### src/design/osc_ctrl_params.svh
// Purpose: Offsets, field positions, reset values and keys of the oscillator control block.
// Assumes: Byte addresses on a 4-bit Avalon-MM address; each register is one 32-bit word.
// Notes: Definitions only.
`ifndef OSC_CTRL_PARAMS_SVH
`define OSC_CTRL_PARAMS_SVH

// ==========================================================================
// Register offsets
`define OSC_CONTROL_OFS 4'h0
`define FRC_TUNE_OFS    4'h4
`define UNLOCK_KEY_OFS  4'h8

// ==========================================================================
// Field positions
`define PLL_POST_LSB  27
`define RC_DIV_LSB    24
`define SOSC_RDY_BIT  22
`define BUS_RDY_BIT   21
`define BUS_DIV_LSB   19
`define PLL_MULT_LSB  16
`define CUR_OSC_LSB   12
`define NEW_OSC_LSB   8
`define USB_LOCK_BIT  6
`define SYS_LOCK_BIT  5
`define SOSC_EN_BIT   1

// ==========================================================================
// Masks, reset values and unlock keys
`define OSC_WMASK     32'h3f1f_079f
`define BUS_DIV_MASK  32'h0018_0000
`define OSC_RESET     32'h0118_0000
`define TUNE_WMASK    32'h0000_003f
`define TUNE_RESET    32'h0000_0000
`define UNLOCK_KEY1   32'hc0de_0001
`define UNLOCK_KEY2   32'hc0de_0002

`endif

### src/design/osc_ctrl_pkg.sv
// Purpose: Types shared by the oscillator control block.
// Assumes: Constants live in osc_ctrl_params.svh.
// Notes: None.
package osc_ctrl_pkg;

  // ========================================================================
  // Carriers
  typedef struct packed {
    logic [2:0] pll_post_divider;
    logic [1:0] bus_clock_divider;
    logic [2:0] pll_multiplier;
    logic [2:0] new_osc_select;
    logic       secondary_osc_enable;
  } osc_config_type;

  typedef struct packed {
    logic [3:0]  address;
    logic        read;
    logic        write;
    logic [31:0] writedata;
    logic [3:0]  byteenable;
  } avalon_req_type;

  typedef struct packed {
    logic [31:0] readdata;
    logic        waitrequest;
  } avalon_rsp_type;

  typedef enum logic [1:0] {
    locked_st    = 2'b00,
    key1_seen_st = 2'b01,
    unlocked_st  = 2'b11
  } unlock_state_type;

  // Divider code to power of two: codes 0..6 give 2**code, code 7 gives 256.
  function automatic logic [3:0] div_shift(input logic [2:0] code);
    return (code == 3'h7) ? 4'h8 : {1'b0, code};
  endfunction

endpackage

### src/design/clock_ratio_divider.sv
// Purpose: Power-of-two divider of a source tick, ratio picked by a 3-bit code.
// Assumes: tick_in is a one-cycle qualifier in the sys_clk_in domain.
// Notes: A new code takes effect only at the end of a whole output period.
`timescale 1ns/1ps
module clock_ratio_divider (
  input  wire logic       sys_clk_in,
  input  wire logic       rst_b_in,
  input  wire logic       tick_in,
  input  wire logic [2:0] code_in,
  output logic            tick_out,
  output logic            wrap_out
);
  logic [7:0] count_q;
  logic [3:0] shift_q;
  logic [8:0] span;
  logic [7:0] mask;

  assign span     = 9'h1 << shift_q;
  assign mask     = 8'(span - 9'h1);
  assign wrap_out = tick_in && (count_q == mask);

  always_ff @(posedge sys_clk_in or negedge rst_b_in) begin
    if (!rst_b_in) begin
      count_q <= 8'h0;
    end else if (wrap_out) begin
      count_q <= 8'h0;
    end else if (tick_in) begin
      count_q <= count_q + 8'h1;
    end
  end

  // Latching the ratio only at a wrap avoids a runt period on the output.
  always_ff @(posedge sys_clk_in or negedge rst_b_in) begin
    if (!rst_b_in) begin
      shift_q <= 4'h0;
    end else if (wrap_out) begin
      shift_q <= osc_ctrl_pkg::div_shift(code_in);
    end
  end

  always_ff @(posedge sys_clk_in or negedge rst_b_in) begin
    if (!rst_b_in) begin
      tick_out <= 1'b0;
    end else begin
      tick_out <= wrap_out;
    end
  end
endmodule

### src/design/oscillator_control_divider_regs.sv
// Purpose: Oscillator control and RC tuning registers with unlock and clock dividers.
// Assumes: Avalon-MM slave with byte addresses; configuration bits stable from reset.
// Notes: Every access answers after one wait cycle; unmapped reads return zero.
`timescale 1ns/1ps
`include "osc_ctrl_params.svh"
module oscillator_control_divider_regs (
  input  wire logic                        sys_clk_in,
  input  wire logic                        rst_b_in,
  input  wire osc_ctrl_pkg::avalon_req_type avm_req_in,
  output osc_ctrl_pkg::avalon_rsp_type      avm_rsp_out,
  input  wire osc_ctrl_pkg::osc_config_type cfg_in,
  input  wire logic [2:0]                  current_osc_select_in,
  input  wire logic                        sosc_stable_in,
  input  wire logic                        usb_pll_locked_in,
  input  wire logic                        sys_pll_locked_in,
  input  wire logic                        pll_tick_in,
  input  wire logic                        rc_tick_in,
  output osc_ctrl_pkg::osc_config_type      settings_out,
  output logic [2:0]                       rc_clock_divider_out,
  output logic [5:0]                       rc_tune_value_out,
  output logic                             pll_post_tick_out,
  output logic                             rc_div_tick_out,
  output logic                             peripheral_bus_tick_out,
  output logic                             bus_divider_ready_out,
  output logic                             secondary_osc_ready_out
);
  // ========================================================================
  // Bus handshake
  logic                            ack_q;
  logic                            req;
  logic                            take;
  logic [31:0]                     readdata_q;
  logic [31:0]                     byte_mask;
  logic [31:0]                     osc_q;
  logic [31:0]                     tune_q;
  logic [31:0]                     osc_word;
  logic [31:0]                     wr_mask;
  logic                            loaded_q;
  logic                            bus_pending_q;
  logic                            bus_ready;
  logic                            pb_wrap;
  logic                            osc_wr;
  logic                            tune_wr;
  logic                            key_wr;
  logic [2:0]                      s1_q;
  logic [2:0]                      s2_q;
  logic [2:0]                      s3_q;
  logic [2:0]                      stat_q;
  logic                            sosc_ready;
  osc_ctrl_pkg::unlock_state_type  unlock_q;

  assign req  = avm_req_in.read || avm_req_in.write;
  assign take = req && ack_q;
  assign avm_rsp_out.waitrequest = req && !ack_q;
  assign avm_rsp_out.readdata    = readdata_q;

  always_ff @(posedge sys_clk_in or negedge rst_b_in) begin
    if (!rst_b_in) begin
      ack_q <= 1'b0;
    end else begin
      ack_q <= req && !ack_q;
    end
  end

  always_comb begin
    for (int i = 0; i < 4; i++) begin
      byte_mask[i*8 +: 8] = {8{avm_req_in.byteenable[i]}};
    end
  end

  assign osc_wr  = take && avm_req_in.write && avm_req_in.address == `OSC_CONTROL_OFS;
  assign tune_wr = take && avm_req_in.write && avm_req_in.address == `FRC_TUNE_OFS;
  assign key_wr  = take && avm_req_in.write && avm_req_in.address == `UNLOCK_KEY_OFS
                   && avm_req_in.byteenable == 4'hf;

  // ========================================================================
  // Unlock sequence: key one then key two, in two consecutive key writes
  always_ff @(posedge sys_clk_in or negedge rst_b_in) begin
    if (!rst_b_in) begin
      unlock_q <= osc_ctrl_pkg::locked_st;
    end else if (key_wr) begin
      if (avm_req_in.writedata == `UNLOCK_KEY1) begin
        unlock_q <= osc_ctrl_pkg::key1_seen_st;
      end else if (unlock_q == osc_ctrl_pkg::key1_seen_st
                   && avm_req_in.writedata == `UNLOCK_KEY2) begin
        unlock_q <= osc_ctrl_pkg::unlocked_st;
      end else begin
        unlock_q <= osc_ctrl_pkg::locked_st;
      end
    end
  end

  // ========================================================================
  // Status synchronisers: a change counts once stages two and three agree
  always_ff @(posedge sys_clk_in or negedge rst_b_in) begin
    if (!rst_b_in) begin
      s1_q   <= 3'h0;
      s2_q   <= 3'h0;
      s3_q   <= 3'h0;
      stat_q <= 3'h0;
    end else begin
      s1_q   <= {sosc_stable_in, usb_pll_locked_in, sys_pll_locked_in};
      s2_q   <= s1_q;
      s3_q   <= s2_q;
      stat_q <= (~(s2_q ^ s3_q) & s3_q) | ((s2_q ^ s3_q) & stat_q);
    end
  end

  // A disabled oscillator is never reported ready, even while its pin still toggles.
  assign sosc_ready = stat_q[2] && osc_q[`SOSC_EN_BIT];

  // ========================================================================
  // Control register
  assign bus_ready = !bus_pending_q;
  // The bus divider field is frozen while a ratio change is in flight.
  assign wr_mask = byte_mask & `OSC_WMASK & ~(bus_ready ? 32'h0 : `BUS_DIV_MASK);

  always_ff @(posedge sys_clk_in or negedge rst_b_in) begin
    if (!rst_b_in) begin
      loaded_q <= 1'b0;
    end else begin
      loaded_q <= 1'b1;
    end
  end

  always_ff @(posedge sys_clk_in or negedge rst_b_in) begin
    if (!rst_b_in) begin
      osc_q <= `OSC_RESET;
    end else if (!loaded_q) begin
      osc_q[`PLL_POST_LSB +: 3] <= cfg_in.pll_post_divider;
      osc_q[`BUS_DIV_LSB +: 2]  <= cfg_in.bus_clock_divider;
      osc_q[`PLL_MULT_LSB +: 3] <= cfg_in.pll_multiplier;
      osc_q[`NEW_OSC_LSB +: 3]  <= cfg_in.new_osc_select;
      osc_q[`SOSC_EN_BIT]       <= cfg_in.secondary_osc_enable;
    end else if (osc_wr && unlock_q == osc_ctrl_pkg::unlocked_st) begin
      osc_q <= (osc_q & ~wr_mask) | (avm_req_in.writedata & wr_mask);
    end
  end

  always_ff @(posedge sys_clk_in or negedge rst_b_in) begin
    if (!rst_b_in) begin
      tune_q <= `TUNE_RESET;
    end else if (tune_wr && unlock_q == osc_ctrl_pkg::unlocked_st) begin
      tune_q <= (tune_q & ~(byte_mask & `TUNE_WMASK))
                | (avm_req_in.writedata & byte_mask & `TUNE_WMASK);
    end
  end

  // A set in the wrap cycle wins, so the new ratio is caught at the following wrap.
  always_ff @(posedge sys_clk_in or negedge rst_b_in) begin
    if (!rst_b_in) begin
      bus_pending_q <= 1'b0;
    end else if (osc_wr && unlock_q == osc_ctrl_pkg::unlocked_st && bus_ready
                 && |((osc_q ^ avm_req_in.writedata) & byte_mask & `BUS_DIV_MASK)) begin
      bus_pending_q <= 1'b1;
    end else if (pb_wrap) begin
      bus_pending_q <= 1'b0;
    end
  end

  // ========================================================================
  // Read path; current oscillator and lock bits come only from hardware.
  always_comb begin
    osc_word = osc_q & `OSC_WMASK;
    osc_word[`SOSC_RDY_BIT] = sosc_ready;
    osc_word[`BUS_RDY_BIT] = bus_ready;
    osc_word[`CUR_OSC_LSB +: 3] = current_osc_select_in;
    osc_word[`USB_LOCK_BIT] = stat_q[1];
    osc_word[`SYS_LOCK_BIT] = stat_q[0];
  end

  always_ff @(posedge sys_clk_in or negedge rst_b_in) begin
    if (!rst_b_in) begin
      readdata_q <= 32'h0;
    end else if (avm_req_in.read && !ack_q) begin
      case (avm_req_in.address)
        `OSC_CONTROL_OFS: readdata_q <= osc_word;
        `FRC_TUNE_OFS:    readdata_q <= tune_q & `TUNE_WMASK;
        `UNLOCK_KEY_OFS:  readdata_q <= {30'h0, unlock_q};
        default:          readdata_q <= 32'h0;
      endcase
    end
  end

  // ========================================================================
  // Dividers
  clock_ratio_divider pll_post_div (
    .sys_clk_in (sys_clk_in),
    .rst_b_in   (rst_b_in),
    .tick_in    (pll_tick_in),
    .code_in    (osc_q[`PLL_POST_LSB +: 3]),
    .tick_out   (pll_post_tick_out),
    .wrap_out   ()
  );

  clock_ratio_divider rc_div (
    .sys_clk_in (sys_clk_in),
    .rst_b_in   (rst_b_in),
    .tick_in    (rc_tick_in),
    .code_in    (osc_q[`RC_DIV_LSB +: 3]),
    .tick_out   (rc_div_tick_out),
    .wrap_out   ()
  );

  // Bus codes 0..3 map onto divide by 1, 2, 4 and 8.
  clock_ratio_divider pb_div (
    .sys_clk_in (sys_clk_in),
    .rst_b_in   (rst_b_in),
    .tick_in    (1'b1),
    .code_in    ({1'b0, osc_q[`BUS_DIV_LSB +: 2]}),
    .tick_out   (peripheral_bus_tick_out),
    .wrap_out   (pb_wrap)
  );

  assign settings_out.pll_post_divider     = osc_q[`PLL_POST_LSB +: 3];
  assign settings_out.bus_clock_divider    = osc_q[`BUS_DIV_LSB +: 2];
  assign settings_out.pll_multiplier       = osc_q[`PLL_MULT_LSB +: 3];
  assign settings_out.new_osc_select       = osc_q[`NEW_OSC_LSB +: 3];
  assign settings_out.secondary_osc_enable = osc_q[`SOSC_EN_BIT];
  assign rc_clock_divider_out              = osc_q[`RC_DIV_LSB +: 3];
  assign rc_tune_value_out                 = tune_q[5:0];
  assign bus_divider_ready_out             = bus_ready;
  assign secondary_osc_ready_out           = sosc_ready;
endmodule

### config.mk
export PLATFORM = sky130hd
export DESIGN_NAME = oscillator_control_divider_regs
export DESIGN_NICKNAME = d
export VERILOG_FILES = /design/src/design/osc_ctrl_pkg.sv /design/src/design/clock_ratio_divider.sv /design/src/design/oscillator_control_divider_regs.sv
export VERILOG_INCLUDE_DIRS = /design/src /design/src/design
export SDC_FILE = /design/constraint.sdc
export NUM_CORES = 1
export LEC_CHECK = 0
export BUFFER_PORTS_ARGS = -buffer_cell sky130_fd_sc_hd__buf_2
export CAP_MARGIN = 20
export CORE_ASPECT_RATIO = 0.6
export CORE_UTILIZATION = 50
export CTS_CLUSTER_SIZE = 12
export DETAILED_ROUTE_END_ITERATION = 10
export PLACE_DENSITY = 0.77
export SKIP_CTS_REPAIR_TIMING = 1
export SLEW_MARGIN = 30
export SYNTH_ARGS = -nofsm -noshare
export SYNTH_HDL_FRONTEND = slang
export SYNTH_HIERARCHICAL = 1
export SYNTH_SLANG_ARGS = --single-unit
### constraint.sdc
create_clock -name sys_clk_in -period 2.35 [get_ports sys_clk_in]
set_input_delay 0.1175 -clock sys_clk_in [delete_from_list [all_inputs] [get_ports sys_clk_in]]
set_output_delay 0.1175 -clock sys_clk_in [all_outputs]
set_load 0.005 [all_outputs]
---- Yosys cells after proc, flatten, opt, wreduce, memory -nomap -nowiden ----
Index checks and enable logic that the tools add are counted.
cells by class
  add/sub/neg operators ................... 6
  equality and inequality tests ........... 13
  shift-type cells ........................ 3
  mux-type cells .......................... 18
  bitwise gates (word level) .............. 17
  reductions and logical operators ........ 25
operators with widths
  operator                count
  $and A32 B32 Y32        3
  $pmux W30 S3            1
  $eq A32 B32 Y1 const B  2
  $mux W8                 5
  $and A30 B32 Y32        1
  $not A21 Y32            1
  $not A32 Y32            1
  $not A6 Y32             1
  $or A32 B32 Y32         1
  $or A32 B6 Y32          1
  $mux W30                1
  $add A8 B1 Y8 const B   3
  $eq A8 B8 Y1            3
  $sub A8 B1 Y8 const B   3
  $and A21 B21 Y21        1
  $mux W21                1
  $xor A21 B21 Y21        1
  $logic_and A1 B1 Y1     16
  $shl A1 B4 Y8 const A   2
  $eq A4 B4 Y1 const B    2
  $mux W4                 2
  $shl A1 B2 Y8 const A   1
  $and A3 B3 Y3           2
  $and A6 B6 Y6           1
  18 further kinds        26
storage, ports and cells
  flip-flop bits (word level) ............. 150
  input bits .............................. 64
  logic and storage cells ................. 103

---- Longest topological paths before layout ----
Gate-level depths: netlist of run 1.
  depth in word-level cells ............... 8
  depth in mapped cells ................... 10

---- Hierarchy ----
The synthesis of run 1 kept the hierarchy.
by module, submodules not included
  module                           times used  cells an instance  area an instance (µm²)  seq. area each (µm²)
  oscillator_control_divider_regs  1           289                3123.0                  1755.4
  clock_ratio_divider              3           90                 839.6                   325.3

---- Least setup slack after synthesis of run 1 ----
OpenSTA, ideal clock, no wires.
  kind .................................... register -> register
  start ................................... register pb_div/shift_q[2] (netlist name)
  end ..................................... register pb_div.shift_q[0]
  data arrival time ....................... 2411 ps
  data required time ...................... 2223 ps
  setup slack ............................. -189 ps
  stages on the path, launching flop included .. 10
  buffers on the path ..................... 1
  period minus slack after synthesis ...... 2539 ps
  cells stage by stage .................... dfrtp_1 > buf_6 > nor4_2 > inv_1 > ha_1 > or3_1 > a21oi_1 > o21ai_1 > a2111oi_4 > mux2_1
RTL lines
  what                  line                       source
  to (signal assigned)  clock_ratio_divider.sv:37  shift_q <= osc_ctrl_pkg::div_shift(code_in);
  to (decl)             clock_ratio_divider.sv:14  logic [3:0] shift_q;

---- Worst setup path after layout of run 1 ----
  start ................................... register rc_div.shift_q[3]
  end ..................................... register rc_div.shift_q[2]
between the ends
  longest elaborated chain between the ends .. 4
ends and longest elaborated chain
  what                    line                       source
  from (decl)             clock_ratio_divider.sv:14
  from (signal assigned)  clock_ratio_divider.sv:37
  $shl A1 B4 Y8           clock_ratio_divider.sv:18  assign span = 9'h1 << shift_q;
  $sub A8 B1 Y8           clock_ratio_divider.sv:19  assign mask = 8'(span - 9'h1);
  $eq A8 B8 Y1            clock_ratio_divider.sv:20  assign wrap_out = tick_in && (count_q == mask);
  $logic_and A1 B1 Y1     clock_ratio_divider.sv:20
Every way passes these cells.
A chain may end at the register's enable or synchronous reset.

==> results.toml, run 1 <==
[timing]
worst_pin_slew_ns = 0.560
fin_tns_setup_ns = -5.31
setup_violations = 36
rsz0062_at_grt = "yes"
post-route-worst-setup-slack_ns = -0.264
fin_skew_ns = 0.00639
clock.fmax_ghz = 0.383
drv_slew = 0
whs_ns = -0.00732
finalHoldViolCount = 2
fin_crit_sh = 1.11
period_needed_ns = 2.61
slew_headroom = 0.627

[global_routing]
grt_pass1_vias = 4552
grt_max_degree = 50
grt_overflow = 0
grt_pass1_wl_mm = 23.1
antenna_found_initial = 0
grtUsageTotal = 0.254

[hold_path]
worstHoldStart = "cfg_in[7]"
hold_class = "input port to register"
hold_path_depth = 3

[cells_and_area]
layout_common_cells = "buf_2 (116), dfrtp_1 (101), nand2_1 (72)"
layout.area.seq_sq_mm = 0.00274
nets = 780
final_common_cell = "buf_2"
synthToLayoutAreaGrowth_pct = 27.7
drive_gt1_frac = 0.372
fin_cells = 854
num_antenna_cells = 0
fin_util = 0.669
nFillCells = 793
multiInputGateArea_sq_mm = 0.00281

[clocking]
clockBufferDepth = 2
path_clk_slew_ns = 0.07
cts_max_level = 3
clock_latency_ns = 0.35
cts_root_buffer = "clkbuf_16"
cts_buffers = 9
clock-sinks = 109
cts_tree = "done"

[logic_synthesis]
yosysSeqAreaShare = 0.484
synth_xor_xnor_area_share = 0.0497
synth_compound_gate_area_share = 0.102
syn-instance-count = 559
synth.avg_cell_area_sq_um = 10.1
synth-async-reset-ratio = 1.00
yosys_most_used_dff = "dfrtp_1"
synth_top_family_by_area = "simple AND/OR/NAND/NOR gates"
synth_area_sq_mm = 0.00564
yosys-mux-area-fraction = 0.0825
ys_warn_count = 6
ys_types = 48
synthAdderAreaFrac = 0.0186
synth-simple-area-share = 0.194
synth_largest_area_cell = "dfrtp_1"
synth_top_area_share = 0.470
synth_area_leaders = "dfrtp_1 (47%), nand2_1 (4.9%), mux2i_1 (4.3%)"
synth-edff-count = 0
synth_seq_cells = 109

[placement]
port_buffers = 117
hpwlAfterDp_mm = 10.6
place_inst = 818
pre_cts_ws_ns = -0.310
place_congestion = 0.955

[critical_path]
worst-path-max-fanout = 4
worst-path-stages = 9
r2r_start = "rc_div/shift_q[3]"
slowest_delay_ns = 0.44
slowest_stage = "dfrtp_2"
crit_path_start = "rc_div/shift_q[3]"
r2r_cells = 9
critPathLaunchType = "register"
timing_worst_setup_path_type = "register to register"
cp_cell_sequence = "nor4_4, inv_2, ha_4, or3_1, a21oi_2, o21ai_2, a2111oi_4, buf_4, mux2_4"
crit_buf_inv = 2
path_delay_family = "simple AND/OR/NAND/NOR gates"
end_kind = "register"
worstPathArrival_ns = 2.85
cp.required_ns = 2.59

[die]
dieWidth_um = 139
start_util = 0.524
dieArea_sq_mm = 0.0117
rows = 29
io_pins = 123
die_h_um = 84.3
fp.coreArea_sq_mm = 0.0108

[power]
p_sw_mw = 1.41
max-vdd-ir-drop_v = 0.000394
p_int_mw = 3.26
powerDensity_mw_per_mm2 = 648
clock_power_share = 0.328
p_seq_frac = 0.505
share_comb_of_total_power = 0.167
leakagePower_nw = 3.32
switching_share = 0.302

[detailed_routing]
met2_length_mm = 6.88
drt_first_pass_iters = 8
wl_per_cell_um = 17.2
ant_nets = 0
drc = 5
drtIter0Drc = 392
route.met3.wl_um = 949
finalWirelength_mm = 14.7
met1Wirelength_mm = 6.56
top_layer_used = "met4"
vias = 4718
via_per_inst = 5.52

[run]
drv_cap = 0

[status]
violations = "DRC, hold timing, setup timing"
outcome = "finished, violations left"
==> worst min-delay path, delay by kind of cell <==
family | cells | cell delay [ns]
buffers and inverters | 1 | 0.10
and+or+nand+nor | 1 | 0.08
AOI/OAI and AO/OA | 1 | 0.05
==> cells in the mapped netlist (all sizes together), types with 9 or more instances <==
| master | number |
|---|---|
| a21oi | 24 |
| buf | 31 |
| clkbuf | 17 |
| dfrtp | 106 |
| inv | 14 |
| mux2 | 20 |
| mux2i | 24 |
| nand2 | 74 |
| nand3 | 23 |
| nand4 | 14 |
| nor2 | 52 |
| o21ai | 36 |
| or3 | 10 |
| xnor2 | 9 |
| xor2 | 23 |
==> cells by family (layout without fill, tap and decap cells) <==
family / after synthesis / in the layout
and+or+nand+nor: 213 / 213
DFF: 109 / 109
AOI/OAI and AO/OA: 88 / 88
buffers and inverters: 62 / 209
muxes: 44 / 44
xor gates and xnor gates: 32 / 32
adders and majority gates: 9 / 9
other: 2 / 11
==> final cells by class <==
type | count | share of cell area
clock buffers | 9 | 0.0313
clock inverters | 7 | 0.0104
inverters | 14 | 0.00729
multi-input cells | 397 | 0.391
flip-flops and latches | 109 | 0.380
well taps | 139 | 0.0241
repair buffers | 179 | 0.156
==> power by group through the flow <==
stage                     Clock (mW)  Sequential [mW]  Combinational (mW)
after floorplan                    0             2.26               0.524
after global placement             0             2.36               0.645
after detailed placement           0             2.37               0.671
after CTS                       1.55             2.34               0.676
after global routing            1.64             2.39               0.877
final                           1.53             2.36               0.782
==> worst paths after layout <==
path                       slack (ns)                end
max in group asynchronous        1.34          osc_q[19]
setup reg to reg                -0.26  rc_div/shift_q[2]
setup / recovery                -0.26  rc_div/shift_q[2]
hold reg to reg                  0.35            s2_q[0]
min in group asynchronous        0.27  pb_div/shift_q[3]
hold / removal                 -0.007          osc_q[19]
==> per-stage QoR <==
| step | hold slack (ns) | power, mW | area, sq um |
|---|---|---|---|
| global placement | 0.116 | 3.00 | 6490 |
| floorplan | -0.178 | 2.78 | 5730 |
| finish | -0.00732 | 4.67 | 7200 |
| CTS | -0.253 | 4.56 | 6790 |
| detailed placement | 0.120 | 3.04 | 6490 |
| global route | 0.00683 | 4.91 | 7200 |
==> per-layer routing <==
| metal | vias to the layer above | GRT usage |
|---|---|---|
| li1 | 2199 | - |
| met1 | 2335 | 0.353 |
| met2 | 157 | 0.398 |
| met3 | 27 | 0.0593 |
| met4 | 0 | 0.0778 |
| met5 | - | 0 |
(Power assumes the default switching activity.)
==> run 2: changes to the inputs <==
--- a/config.mk
+++ b/config.mk
@@ -6,7 +6,7 @@
 export SDC_FILE = /design/constraint.sdc
 export NUM_CORES = 1
 export LEC_CHECK = 0
-export BUFFER_PORTS_ARGS = -buffer_cell sky130_fd_sc_hd__buf_2
+export BUFFER_PORTS_ARGS = -buffer_cell sky130_fd_sc_hd__buf_4
 export CAP_MARGIN = 20
 export CORE_ASPECT_RATIO = 0.6
 export CORE_UTILIZATION = 50
==> run 2 against run 1 <==
The run ends with DRC, setup timing left. Core utilization grew 1.8 points. Register-to-register slack is essentially flat. Total power grew 2.5%. Clock skew grew 0.0027 ns. Routed wire length grew 2.7%. Via count shrank 0.28%. Design area grew 2.7%. Largest cell class is now registers. Sequential power is essentially flat. Largest power group unchanged. Hold slack gained 0.010 ns.
==> results.toml, run 2 (same netlist as run 1, synthesis figures left out) <==
[critical_path]
timing_worst_setup_path_type = "register to register"
worst_r2r_endpoint = "pb_div/shift_q[0]"
slowest_stage = "dfrtp_2"
r2r_start = "pb_div/shift_q[3]"
critPathLaunchType = "register"
end_kind = "register"
cp_cell_sequence = "nor4_4, inv_1, ha_2, or3_1, a21oi_2, o21ai_2, a2111oi_4, buf_6, mux2_4"
worstPathArrival_ns = 2.85
slowest_delay_ns = 0.45
worst-path-max-fanout = 4
r2r_cells = 9
cp.required_ns = 2.58
r2r_slack_ns = -0.27

[timing]
setup_violations = 37
period_needed_ns = 2.62
finalHoldViolCount = 0
rsz0062_at_grt = "yes"
worst_pin_slew_ns = 0.569
fin_skew_ns = 0.00910
post-route-worst-setup-slack_ns = -0.273
whs_ns = 0.00291
fin_crit_sh = 1.12
drv_slew = 0
slew_headroom = 0.616
clock.fmax_ghz = 0.381

[global_routing]
met1_usage = 0.356
grt_overflow = 0
grtUsageTotal = 0.258
antenna_found_initial = 0
use_met3 = 0.0707
use_met2 = 0.406
grt_max_degree = 54
grt_pass1_wl_mm = 23.6
grt_pass1_vias = 4560
grt-busiest-layer = "met2"

[cells_and_area]
nets = 777
layout_common_cells = "buf_4 (164), dfrtp_1 (100), nand2_1 (74)"
final_common_cell = "buf_4"
drive_gt1_frac = 0.351
fin_util = 0.686
synthToLayoutAreaGrowth_pct = 31.1
num_antenna_cells = 0

[clocking]
cts_buffers = 9
clock-sinks = 109
clock_latency_ns = 0.34
cts_max_level = 3
cts_root_buffer = "clkbuf_16"
path_clk_slew_ns = 0.07
cts_tree = "done"
clockBufferDepth = 2

[die]
fp.coreArea_sq_mm = 0.0108
io_pins = 123
dieArea_sq_mm = 0.0117
dieWidth_um = 139
rows = 29
start_util = 0.524
die_h_um = 84.3

[detailed_routing]
wl_per_cell_um = 17.7
finalWirelength_mm = 15.1
via_per_inst = 5.53
vias = 4705
drt_first_pass_iters = 8
drc = 5
ant_nets = 0
drtIter0Drc = 374

[placement]
pre_cts_ws_ns = -0.275
hpwlAfterDp_mm = 11.1
place_congestion = 0.953
port_buffers = 117

[hold_path]
hold_path_depth = 2
hold_class = "input port to register"
worstHoldStart = "avm_req_in[29]"

[status]
violations = "DRC, setup timing"
outcome = "finished, violations left"

[power]
leakagePower_nw = 3.37
max-vdd-ir-drop_v = 0.000442
powerDensity_mw_per_mm2 = 647
power_mw = 4.78

[run]
drv_cap = 0
-- run 2: cell types whose count changed in the layout (fill, tap and decap cells not counted), sizes merged --
cell / change
clkbuf: +2
clkinvlp: -2
clkinv: -1
buf: -2
dlygate4sd3: -1
inv: +1
-- run 2: per-layer routing --
metal  vias up  wire length (um)
met5         -                 0
met1      2304              6910
met3        16              1080
li1       2197                 -
met2       188              6850
met4         0               218
-- run 2: layout make-up --
type | count | area, sq um
clock inverters | 5 | 66.3
fillers | 828 | 3380
clock buffers | 11 | 253
multi-input cells | 397 | 2740
inverters | 14 | 52.6
flip-flops and latches | 109 | 2740
repair buffers | 176 | 1380
well taps | 139 | 174
-- run 2: worst max-delay path by stage --
stage,startpoint,endpoint,cells past startpoint
after global routing,pb_div/shift_q[1],pb_div/shift_q[0],9
after global placement,rc_div/shift_q[1],rc_div/shift_q[1],9
after floorplan,pb_div/shift_q[2],pb_div/shift_q[0],9
final,pb_div/shift_q[3],pb_div/shift_q[0],9
after CTS,pb_div/shift_q[2],pb_div/shift_q[2],8
after detailed placement,pb_div/shift_q[2],pb_div/shift_q[2],8
-- run 2: per-stage QoR --
stage | area [sq um] | instances | setup TNS [ns]
2_1_floorplan | 5730 | 568 | -1.85
3_3_place_gp | 6790 | 819 | -2.92
3_5_place_dp | 6790 | 819 | -6.78
4_1_cts | 7110 | 835 | -7.49
5_1_grt | 7400 | 851 | -9.09
6_report | 7400 | 851 | -5.16
-- run 2: power by group --
part / internal, mW / switching (mW) / leakage (nW)
clock network: 0.899 / 0.701 / 0.154
logic: 0.409 / 0.407 / 1.83
registers: 2.05 / 0.316 / 1.38
total: 3.36 / 1.42 / 3.37
-- run 2: worst max-delay path: cells and delay by family, from the launching register on --
family	cells	cell delay, ns
simple gates	2	0.66
fa+ha+maj	1	0.19
mux	1	0.30
buf+inv	2	0.26
compound gates	3	0.64
flops	1	0.45
==> run 3: changes to the inputs <==
--- a/config.mk
+++ b/config.mk
@@ -13,6 +13,7 @@
 export CTS_CLUSTER_SIZE = 12
 export DETAILED_ROUTE_END_ITERATION = 10
 export PLACE_DENSITY = 0.77
+export RECOVER_POWER = 100
 export SKIP_CTS_REPAIR_TIMING = 1
 export SLEW_MARGIN = 30
 export SYNTH_ARGS = -nofsm -noshare
==> run 3 against run 2 <==
The run still ends with DRC, setup timing left. Die area unchanged. Clock power about the same. Flip-flop and latch count did not move. Critical path depth increased by 1. Total power down 0.44%. Largest power group unchanged. Non-clock buffer count did not move. Largest cell class unchanged. Fmax grew 0.27%.
==> results.toml, run 3 (same netlist as run 1, synthesis figures left out) <==
[timing]
drv_slew = 0
fin_crit_sh = 1.11
worst_pin_slew_ns = 0.993
fin_skew_ns = 0.00972
slew_headroom = 0.333
period_needed_ns = 2.62
finalHoldViolCount = 0
post-route-worst-setup-slack_ns = -0.266
clock.fmax_ghz = 0.382
setup_violations = 37
rsz0062_at_grt = "yes"

[detailed_routing]
ant_nets = 0
finalWirelength_mm = 14.9
via_per_inst = 5.52
vias = 4701
drc = 5
drt_first_pass_iters = 10
drtIter0Drc = 388
wl_per_cell_um = 17.5

[die]
io_pins = 123
start_util = 0.524
fp.coreArea_sq_mm = 0.0108
rows = 29
dieArea_sq_mm = 0.0117
die_h_um = 84.3
dieWidth_um = 139

[clocking]
path_clk_slew_ns = 0.07
cts_tree = "done"
cts_root_buffer = "clkbuf_16"
cts_buffers = 9
clock-sinks = 109
clockBufferDepth = 2
clock_latency_ns = 0.34
cts_max_level = 3

[run]
drv_cap = 0

[cells_and_area]
nFillCells = 849
nets = 777
num_antenna_cells = 0
drive_gt1_frac = 0.326
final_common_cell = "buf_4"
synthToLayoutAreaGrowth_pct = 29.6
layout_common_cells = "buf_4 (107), dfrtp_1 (100), nand2_1 (74)"

[placement]
hpwlAfterDp_mm = 11.1
port_buffers = 117
place_congestion = 0.953
pre_cts_ws_ns = -0.275

[critical_path]
slowest_stage = "dfrtp_1"
worst-path-max-fanout = 4
cp_cell_sequence = "nor4_4, inv_1, ha_4, buf_6, xor2_2, xnor2_1, nand4_1, a2111oi_4, buf_4, mux2_4"
cp.required_ns = 2.58
worstPathArrival_ns = 2.84
critPathLaunchType = "register"
timing_worst_setup_path_type = "register to register"
end_kind = "register"
slowest_delay_ns = 0.43

[hold_path]
hold_class = "input port to register"

[power]
powerDensity_mw_per_mm2 = 652
leakagePower_nw = 3.29
power_mw = 4.76
max-vdd-ir-drop_v = 0.000440

[status]
violations = "DRC, setup timing"
outcome = "finished, violations left"

[global_routing]
grt_max_degree = 54
grtUsageTotal = 0.258
grt_pass1_wl_mm = 23.6
antenna_found_initial = 0
grt_pass1_vias = 4560
grt_overflow = 0
## run 3: cell count changes in the layout (fill, tap and decap cells not counted), sizes merged
| cell | before | now |
|---|---|---|
| buf | 170 | 112 |
| clkbuf | 11 | 69 |
## run 3: final timing paths
check	start	end	slack, ns	cells past startpoint
max	rc_div/shift_q[3]	rc_div/shift_q[2]	-0.27	10
max in group asynchronous	rst_b_in	pll_post_div/shift_q[2]	0.52	3
min in group asynchronous	rst_b_in	readdata_q[22]	0.44	2
min reg2reg	s1_q[2]	s2_q[2]	0.35	0
max reg2reg	rc_div/shift_q[3]	rc_div/shift_q[2]	-0.27	10
min	avm_req_in[29]	register	0.002	2
## run 3: worst max-delay path, delay by kind of cell (launching register included)
family | cells | cell delay, ns
AOI/OAI and AO/OA | 1 | 0.36
xor gates and xnor gates | 2 | 0.31
adders and majority gates | 1 | 0.18
buffers and inverters | 3 | 0.43
DFF | 1 | 0.43
muxes | 1 | 0.30
and+or+nand+nor | 2 | 0.49
## run 3: final cells by class
| type | instances | area (sq um) | area share |
|---|---|---|---|
| Clock inverter | 5 | 66.3 | 0.00907 |
| Sequential cell | 109 | 2740 | 0.375 |
| Clock buffer | 11 | 253 | 0.0346 |
| Timing Repair Buffer | 176 | 1320 | 0.181 |
| Multi-Input combinational cell | 397 | 2700 | 0.370 |
| Inverter | 14 | 52.6 | 0.00719 |
| Tap cell | 139 | 174 | 0.0238 |
## run 3: where the power goes
part	internal, mW	leakage [nW]	switching, mW
registers	2.05	1.38	0.312
logic	0.398	1.76	0.403
clock network	0.899	0.154	0.701
total	3.35	3.29	1.42
## run 3: metal layers
| layer | routed length, um | up-vias | track usage |
|---|---|---|---|
| met4 | 218 | 0 | 0.0657 |
| li1 | - | 2194 | - |
| met5 | 0 | - | 0 |
| met2 | 6820 | 173 | 0.406 |
| met3 | 1000 | 16 | 0.0707 |
| met1 | 6880 | 2318 | 0.356 |
## run 3: through the flow
| step | setup TNS, ns | instance area (sq um) | utilization | cells | hold WS, ns |
|---|---|---|---|---|---|
| floorplan | -1.85 | 5730 | - | 568 | -0.178 |
| global placement | -2.92 | 6790 | 0.630 | 819 | 0.107 |
| detailed placement | -6.78 | 6790 | 0.630 | 819 | 0.116 |
| CTS | -7.49 | 7110 | 0.660 | 835 | -0.257 |
| global route | -9.09 | 7310 | 0.678 | 851 | 0.00149 |
| finish | -4.86 | 7310 | 0.678 | 851 | 0.00228 |
